$ cat config.mk
export PLATFORM = sky130hd
export DESIGN_NAME = cu_event_status
export DESIGN_NICKNAME = d
export VERILOG_FILES = /design/src/cu_event_pkg.sv /design/src/change_detect.sv /design/src/cu_event_status.sv /design/src/sync2.sv
export SDC_FILE = /design/constraint.sdc
export NUM_CORES = 1
export LEC_CHECK = 0
export BUFFER_PORTS_ARGS = -buffer_cell sky130_fd_sc_hd__buf_2
export CAP_MARGIN = 5
export CORE_ASPECT_RATIO = 0.8
export CORE_MARGIN = 1
export CORE_UTILIZATION = 35
export DETAILED_ROUTE_END_ITERATION = 10
export PLACE_DENSITY = 0.55
export SYNTH_ARGS = -nofsm -noshare
export SYNTH_HDL_FRONTEND = slang
export SYNTH_HIERARCHICAL = 1
export SYNTH_SLANG_ARGS = --single-unit
$ cat constraint.sdc
create_clock -name sys_clk -period 4.6 [get_ports sys_clk]
set_input_delay 0.69 -clock sys_clk [delete_from_list [all_inputs] [get_ports sys_clk]]
set_output_delay 0.69 -clock sys_clk [all_outputs]
set_load 0.005 [all_outputs]
$ cat src/cu_event_pkg.sv
// register map, field positions and reset values of the copper event block
package cu_event_pkg;
  // register indices, not byte offsets: byte address is index times four
  localparam logic [7:0] event_latch_idx = 8'h13;
  localparam logic [7:0] line_ctrl_idx = 8'h14;
  localparam logic [7:0] irq_enable_idx = 8'h12;
  localparam logic [7:0] global_irq_idx = 8'h17;
  localparam logic [7:0] sw_reset_idx = 8'h18;
  localparam int an_error_bit = 15;
  localparam int speed_chg_bit = 14;
  localparam int duplex_chg_bit = 13;
  localparam int page_rx_bit = 12;
  localparam int an_done_bit = 11;
  localparam int link_chg_bit = 10;
  localparam int symbol_err_bit = 9;
  localparam int false_carrier_bit = 8;
  localparam int xover_chg_bit = 6;
  localparam int energy_chg_bit = 4;
  localparam int flp_no_link_bit = 3;
  localparam int polarity_chg_bit = 1;
  localparam int jabber_bit = 0;
  localparam int gap_keep_bit = 6;
  localparam int reserved_one_bit = 5;
  localparam logic [15:0] line_ctrl_reset = 16'h0020;
  localparam logic [15:0] line_ctrl_writable = 16'h00df;
  localparam logic [15:0] event_latch_used = 16'hff5b;
  localparam logic [15:0] irq_enable_reset = 16'h0000;
  localparam logic [15:0] irq_enable_used = 16'hff5b;
  localparam logic [15:0] event_latch_reset = 16'h0000;
endpackage : cu_event_pkg

$ cat src/change_detect.sv
// level-change detector: one pulse whenever a tracked level moves once armed after a reset
`timescale 1ns/1ns
module change_detect #(
  parameter int width = 1
) (
  input wire logic sys_clk,
  input wire logic rst,
  input wire logic soft_rst,
  input wire logic [width-1:0] level,
  output logic [width-1:0] changed
);
  logic [width-1:0] seen_q;
  logic [width-1:0] seen_d;
  logic [2:0] arm_q;
  logic [2:0] arm_d;

  // blind until the synchroniser has passed real levels through, else a pin
  // sitting high at reset would look like a change; events in the window are lost
  always_comb begin
    seen_d = level;
    arm_d = soft_rst ? 3'b000 : {arm_q[1:0], 1'b1};
  end

  always_ff @(posedge sys_clk or posedge rst) begin
    if (rst) begin
      seen_q <= '0;
      arm_q <= 3'b000;
    end else begin
      seen_q <= seen_d;
      arm_q <= arm_d;
    end
  end

  assign changed = arm_q[2] ? (seen_q ^ level) : '0;
endmodule : change_detect

$ cat src/cu_event_status.sv
// copper event latch, line control register and wishbone slave
// Functional notes
// RULE1: negotiation error latches on failed master/slave, parallel-detect fault, no common ability or no link after negotiation.
// RULE2: a change of resolved speed sets the speed-change bit, which otherwise reads zero.
// RULE3: a change of resolved duplex sets the duplex-change bit, which otherwise reads zero.
// RULE4: a page arriving from the partner sets the page-received bit.
// RULE5: completion of auto-negotiation sets the negotiation-complete bit.
// RULE6: link going up or down sets the link-change bit.
// RULE7: symbol errors and false carrier each set their own bit.
// RULE8: a change of straight or crossed pair assignment sets the crossover-change bit.
// RULE9: energy detect moving between sleep and active sets the energy-change bit.
// RULE10: fast link pulse exchange finishing without link sets its bit.
// RULE11: receive polarity changes and jabber each set their own bit.
// RULE12: with the gap control bit zero the link drops on short gaps at 10 and 100 Mb/s, with one it is kept.
// RULE13: each of four pair control bits inverts that pair's transmit polarity when one.
// RULE14: software writes only reset values into reserved control fields.
// RULE15: a global flag reads one while any enabled event is pending.
// RULE16: latched bits hold until read, a read clears them unless the event persists, resets clear them.
// RULE17: control fields survive a software reset except the reserved bit that resets to one.
`timescale 1ns/1ns
module cu_event_status
  import cu_event_pkg::*;
(
  input wire logic sys_clk,
  input wire logic rst,
  // classic wishbone slave
  input wire logic wb_cyc_i,
  input wire logic wb_stb_i,
  input wire logic wb_we_i,
  input wire logic [9:0] wb_adr_i,
  input wire logic [3:0] wb_sel_i,
  input wire logic [31:0] wb_dat_i,
  output logic [31:0] wb_dat_o,
  output logic wb_ack_o,
  output logic wb_err_o,
  // resolved state from the copper pcs, pins: synchronised here
  input wire logic [1:0] speed,
  input wire logic full_duplex,
  input wire logic link_up,
  input wire logic crossed_pairs,
  input wire logic energy_sleep,
  input wire logic rx_polarity_reversed,
  // event strobes from the pcs, pins: synchronised here, level per event
  input wire logic ms_resolve_fail,
  input wire logic parallel_detect_fault,
  input wire logic no_highest_common_ability,
  input wire logic an_done_no_link,
  input wire logic page_received,
  input wire logic an_complete,
  input wire logic symbol_error,
  input wire logic false_carrier,
  input wire logic flp_done_no_link,
  input wire logic jabber,
  // line side
  input wire logic short_gap_seen,
  input wire logic low_speed_mode,
  input wire logic [3:0] tx_pair_data,
  output logic [3:0] media_pair_lines,
  output logic gap_link_drop,
  output logic global_irq
);
  localparam int n_state = 8;
  localparam int n_event = 10;

  logic [n_state-1:0] state_s;
  logic [n_event-1:0] event_s;
  logic [n_state-1:0] state_chg;
  logic gap_s;
  logic slow_s;
  logic soft_rst;

  sync2 #(.width(n_state + n_event + 2)) u_sync (
    .sys_clk(sys_clk),
    .rst(rst),
    .async_in({speed, full_duplex, link_up, crossed_pairs, energy_sleep,
      rx_polarity_reversed, 1'b0, ms_resolve_fail, parallel_detect_fault,
      no_highest_common_ability, an_done_no_link, page_received, an_complete,
      symbol_error, false_carrier, flp_done_no_link, jabber, short_gap_seen,
      low_speed_mode}),
    .sync_out({state_s, event_s, gap_s, slow_s})
  );

  change_detect #(.width(n_state)) u_chg (
    .sys_clk(sys_clk),
    .rst(rst),
    .soft_rst(soft_rst),
    .level(state_s),
    .changed(state_chg)
  );

  // whether an access hits a given register index; used for decode of reads and writes
  function automatic logic hit(input logic [9:0] adr, input logic [7:0] idx);
    hit = (adr[9:2] == idx) && (adr[1:0] == 2'b00);
  endfunction : hit

  logic [15:0] raw_event;
  logic [15:0] latch_q;
  logic [15:0] latch_d;
  logic [15:0] ctrl_q;
  logic [15:0] ctrl_d;
  logic [15:0] enable_q;
  logic [15:0] enable_d;
  logic ack_q;
  logic ack_d;
  logic err_q;
  logic err_d;
  logic [31:0] rdata_q;
  logic [31:0] rdata_d;
  logic soft_q;
  logic soft_d;
  logic req;
  logic mapped;
  logic rd_latch;

  always_comb begin
    raw_event = '0;
    raw_event[an_error_bit] = |event_s[9:6]; // see RULE1
    raw_event[speed_chg_bit] = |state_chg[7:6]; // see RULE2
    raw_event[duplex_chg_bit] = state_chg[5]; // see RULE3
    raw_event[page_rx_bit] = event_s[5]; // see RULE4
    raw_event[an_done_bit] = event_s[4]; // see RULE5
    raw_event[link_chg_bit] = state_chg[4]; // see RULE6
    raw_event[symbol_err_bit] = event_s[3]; // see RULE7
    raw_event[false_carrier_bit] = event_s[2]; // see RULE7
    raw_event[xover_chg_bit] = state_chg[3]; // see RULE8
    raw_event[energy_chg_bit] = state_chg[2]; // see RULE9
    raw_event[flp_no_link_bit] = event_s[1]; // see RULE10
    raw_event[polarity_chg_bit] = state_chg[1]; // see RULE11
    raw_event[jabber_bit] = event_s[0]; // see RULE11
  end

  // one wait state: ack comes one edge after the request is seen
  assign req = wb_cyc_i && wb_stb_i && !ack_q && !err_q;
  assign mapped = hit(wb_adr_i, event_latch_idx) || hit(wb_adr_i, line_ctrl_idx) ||
    hit(wb_adr_i, irq_enable_idx) || hit(wb_adr_i, global_irq_idx) ||
    hit(wb_adr_i, sw_reset_idx);
  assign rd_latch = req && !wb_we_i && hit(wb_adr_i, event_latch_idx);

  always_comb begin
    ack_d = req && mapped;
    err_d = req && !mapped;
    rdata_d = rdata_q;
    soft_d = 1'b0;
    // set wins over a clearing read in the same cycle
    latch_d = ((rd_latch ? 16'h0000 : latch_q) | raw_event) & event_latch_used; // see RULE16
    ctrl_d = ctrl_q;
    enable_d = enable_q;
    // an unmapped read answers err and leaves the read data as it was
    if (req && !wb_we_i && mapped) begin
      rdata_d = 32'h0000_0000;
      if (hit(wb_adr_i, event_latch_idx)) rdata_d[15:0] = latch_q;
      if (hit(wb_adr_i, line_ctrl_idx)) rdata_d[15:0] = ctrl_q;
      if (hit(wb_adr_i, irq_enable_idx)) rdata_d[15:0] = enable_q;
      if (hit(wb_adr_i, global_irq_idx)) rdata_d[0] = global_irq;
    end
    if (req && wb_we_i) begin
      if (hit(wb_adr_i, line_ctrl_idx)) begin
        // reserved fields are kept at reset value whatever is written
        if (wb_sel_i[0]) ctrl_d = (wb_dat_i[15:0] & line_ctrl_writable) | line_ctrl_reset; // see RULE14
      end
      if (hit(wb_adr_i, irq_enable_idx)) begin
        if (wb_sel_i[0]) enable_d[7:0] = wb_dat_i[7:0] & irq_enable_used[7:0];
        if (wb_sel_i[1]) enable_d[15:8] = wb_dat_i[15:8] & irq_enable_used[15:8];
      end
      if (hit(wb_adr_i, sw_reset_idx) && wb_sel_i[0] && wb_dat_i[0]) soft_d = 1'b1;
    end
    if (soft_q) begin
      latch_d = event_latch_reset; // see RULE16
      ctrl_d[reserved_one_bit] = 1'b1; // see RULE17
    end
  end

  always_ff @(posedge sys_clk or posedge rst) begin
    if (rst) begin
      latch_q <= event_latch_reset;
      ctrl_q <= line_ctrl_reset;
      enable_q <= irq_enable_reset;
      ack_q <= 1'b0;
      err_q <= 1'b0;
      rdata_q <= 32'h0000_0000;
      soft_q <= 1'b0;
    end else begin
      latch_q <= latch_d;
      ctrl_q <= ctrl_d;
      enable_q <= enable_d;
      ack_q <= ack_d;
      err_q <= err_d;
      rdata_q <= rdata_d;
      soft_q <= soft_d;
    end
  end

  assign soft_rst = soft_q;
  assign wb_ack_o = ack_q;
  assign wb_err_o = err_q;
  assign wb_dat_o = rdata_q;

  logic [3:0] pair_q;
  logic [3:0] pair_d;
  logic drop_q;
  logic drop_d;
  logic irq_q;
  logic irq_d;

  always_comb begin
    pair_d = tx_pair_data ^ ctrl_q[3:0]; // see RULE13
    // gigabit never breaks on gaps, and a set keep bit overrides
    drop_d = gap_s && slow_s && !ctrl_q[gap_keep_bit]; // see RULE12
    irq_d = |(latch_q & enable_q); // see RULE15
  end

  always_ff @(posedge sys_clk or posedge rst) begin
    if (rst) begin
      pair_q <= 4'h0;
      drop_q <= 1'b0;
      irq_q <= 1'b0;
    end else begin
      pair_q <= pair_d;
      drop_q <= drop_d;
      irq_q <= irq_d;
    end
  end

  assign media_pair_lines = pair_q;
  assign gap_link_drop = drop_q;
  assign global_irq = irq_q;
endmodule : cu_event_status

$ cat src/sync2.sv
// two-flop synchroniser for pin levels
`timescale 1ns/1ns
module sync2 #(
  parameter int width = 1
) (
  input wire logic sys_clk,
  input wire logic rst,
  input wire logic [width-1:0] async_in,
  output logic [width-1:0] sync_out
);
  logic [width-1:0] meta_q;
  logic [width-1:0] sync_q;

  always_ff @(posedge sys_clk or posedge rst) begin
    if (rst) begin
      meta_q <= '0;
      sync_q <= '0;
    end else begin
      meta_q <= async_in;
      sync_q <= meta_q;
    end
  end

  assign sync_out = sync_q;
endmodule : sync2
==> summary.md <==
| Metric | Value |
|---|---|
| Max cap viols | 0 |
| Final worst setup slack | approximately 2.3 ns |
| CTS tree | yes |
| Final Skew | between 0.006 and 0.007 ns |
| Pre-CTS setup slack | around 1.9 ns |
| Sum of negative setup slack | 0 ns |
| Sequential cell area | 0.00268 sq mm |
| Worst vdd ir | 0.199 mV |
| Fin crit share | approximately 50% |
| Post-layout util | between 40 and 50% |
| Crit path required time | around 4.9 ns |
| Drt wl/cell | roughly 14 microns |
| HPWL Detailed | approximately 5400 microns |
| Layout Nets | between 400 and 500 |
| Vias in the first global route | 2322 |
| Via density per instance | 4.58 |
| Skew-Pair Late Insertion Delay | about 0.35 ns |
| CP endpoint kind | flop |
| Crit path cell chain | buf_2 -> and2b_1 -> and3_1 -> a31oi_1 -> a22o_1 |
| Slowest CP cell | a31oi_1 |
| WP buf/inv | 1 |
| Slew margin rel. | between 10% and 20% |
| Area occupied by multi-input gates | about 0.0014 sq mm |
| Share of layout cells above drive strength 1 | between 30% and 40% |
| CTS Buf Count | 9 |
| Clock Path Buffers | 2 |
| # diodes | 0 |
| Gr ovfl total | 0 |
| Hold Vio Cnt, Final | 0 |
| Tightest Pin Transition | 1.28 ns |
| Post_cts resized | 0 |
| Area delta synth->final | 19.1% |
| Iter 0 DRT Violations | 97 |
| Fillers | 1052 |
| Pwr dens | about 360 mW/mm^2 |
| Routed vias | roughly 2400 |
| Ys Warns | 6 |
| Hold Path Class | input pin to async pin |
| First-pass GRT wire length | about 12000 microns |
| IO Port Bufs | 78 |
| Leakage power | about 2.5 nW |
| Critical path peak fanout | 13 |
| Avg Inst Size Synth | ~15 sq um |
| Pin count of the biggest net entering global routing | 60 |
| Critical Path Max Stage Delay | 1.01 ns |
| Postcts setup bufs | 0 |
| Setup violators final | 0 |
| H-tree levels | 3 |
| Worst Path Arrival | roughly 2.6 ns |
| # rows | 35 |
| Startpoint Class | input pin |
| Root Driver | clkbuf_16 |
| # clock sinks | 107 |
| Fmax | between 0.4 and 0.5 GHz |
| Core ar. | approximately 0.012 sq mm |
| Total power | 1.82 mW |
| Slew Limit Fails | 0 |
| Syn Std Cell Area | 0.00419 sq mm |
| Gpl congestion | just over 0.7 |
| Drt total wl | between 7000 and 8000 microns |
| Drc violations | 0 |
| CP top delay family | compound AO/OA/AOI/OAI gates |
| Initial antenna violation count | 0 |
| DR pass1 iterations | 4 |
| GRT Total Usage | around an eighth |
| Initial Util | a little over a third |
| Detail Route Antenna Nets | 0 |
| Status | completed |
| Ports | between 100 and 150 |
| RSZ-0062 raised after global routing | no |
| DIE AREA | between 0.01 and 0.015 sq mm |
| Tmin final | roughly 2.3 ns |
| Clk slew on worst S/H paths | approximately 0.070 ns |
| DIE WIDTH | ~120 microns |
| Critical path class | input pin to flop |
| Synthesized instance count | 286 |
| Die Y | between 90 and 100 microns |
| # hold bufs at CTS | 0 |
-- report_power, final --
group / internal (mW) / total (mW) / switching (mW)
clock: 0.388 / 0.757 / 0.369
sequential: 0.964 / 0.972 / 0.00816
combinational: 0.0385 / 0.0905 / 0.0520
total: 1.39 / 1.82 / 0.429
-- final cells by class --
cell class	instances	share of cell area, %
flip-flops and latches	107	53.6
clock inverters	7	1.60
inverters	9	0.676
clock buffers	9	4.51
repair buffers	80	8.12
well taps	148	3.71
multi-input cells	164	27.8
-- through the flow --
step                      instances  instance area, sq um  hold WS (ns)
after CTS                       524                  4990         0.207
after global placement          508                  4690         0.336
after detailed placement        508                  4690         0.335
final                           524                  4990         0.221
after global routing            524                  4990         0.215
after floorplan                 301                  4250         0.331
-- worst reg2reg max path, stage by stage (launching register included) --
cell	delay, ns
dfrtp_1	0.39
nor4bb_1	0.43
nand3_1	0.20
nor3_4	0.52
mux2_4	0.35
-- registers in the layout, indices dropped and copies added, names as in the netlist --
register,cells
media_pair_lines,4
wb_dat_o,16
wb_err_o,1
u_sync/sync_out,19
soft_q,1
global_irq,1
ctrl_q,8
u_chg/arm_q,3
u_chg/seen_q,7
wb_ack_o,1
latch_q,13
u_sync/meta_q,19
enable_q,13
gap_link_drop,1
-- cells in the final DEF, fill, tap and decap left out, types with 8 or more instances in the layout --
cell / instances
mux2i_1: 12
inv_1: 8
nand2_1: 9
conb_1: 16
clkbuf_16: 9
a22o_1: 12
xor2_1: 11
mux2_4: 15
buf_2: 78
nor2_1: 16
mux2_2: 18
dfrtp_1: 106
-- path summary, 6_finish.rpt --
| kind | startpoint | end | slack, ns | cells after the start |
|---|---|---|---|---|
| setup / recovery | wb_adr_i[4] | latch_q[12] | 2.29 | 5 |
| hold / removal | rst | u_sync/meta_q[17] | 0.22 | 2 |
| setup reg to reg | wb_ack_o | enable_q[14] | 2.60 | 4 |
| hold reg to reg | u_sync/meta_q[4] | u_sync/sync_out[4] | 0.35 | 0 |
| max in group asynchronous | rst | wb_dat_o[4] | 3.55 | 3 |
| min in group sys_clk | u_sync/meta_q[4] | u_sync/sync_out[4] | 0.35 | 0 |
-- routing by layer --
layer / vias up / part of all wire [%] / global-route usage (%)
met5: - / 0 / 0
met4: 0 / 1.4 / 4.45
met3: 8 / 6.2 / 3.94
met2: 83 / 44 / 18.3
met1: 1165 / 48 / 18.7
li1: 1145 / - / -
No activity file was read; power rests on OpenSTA's default activity.
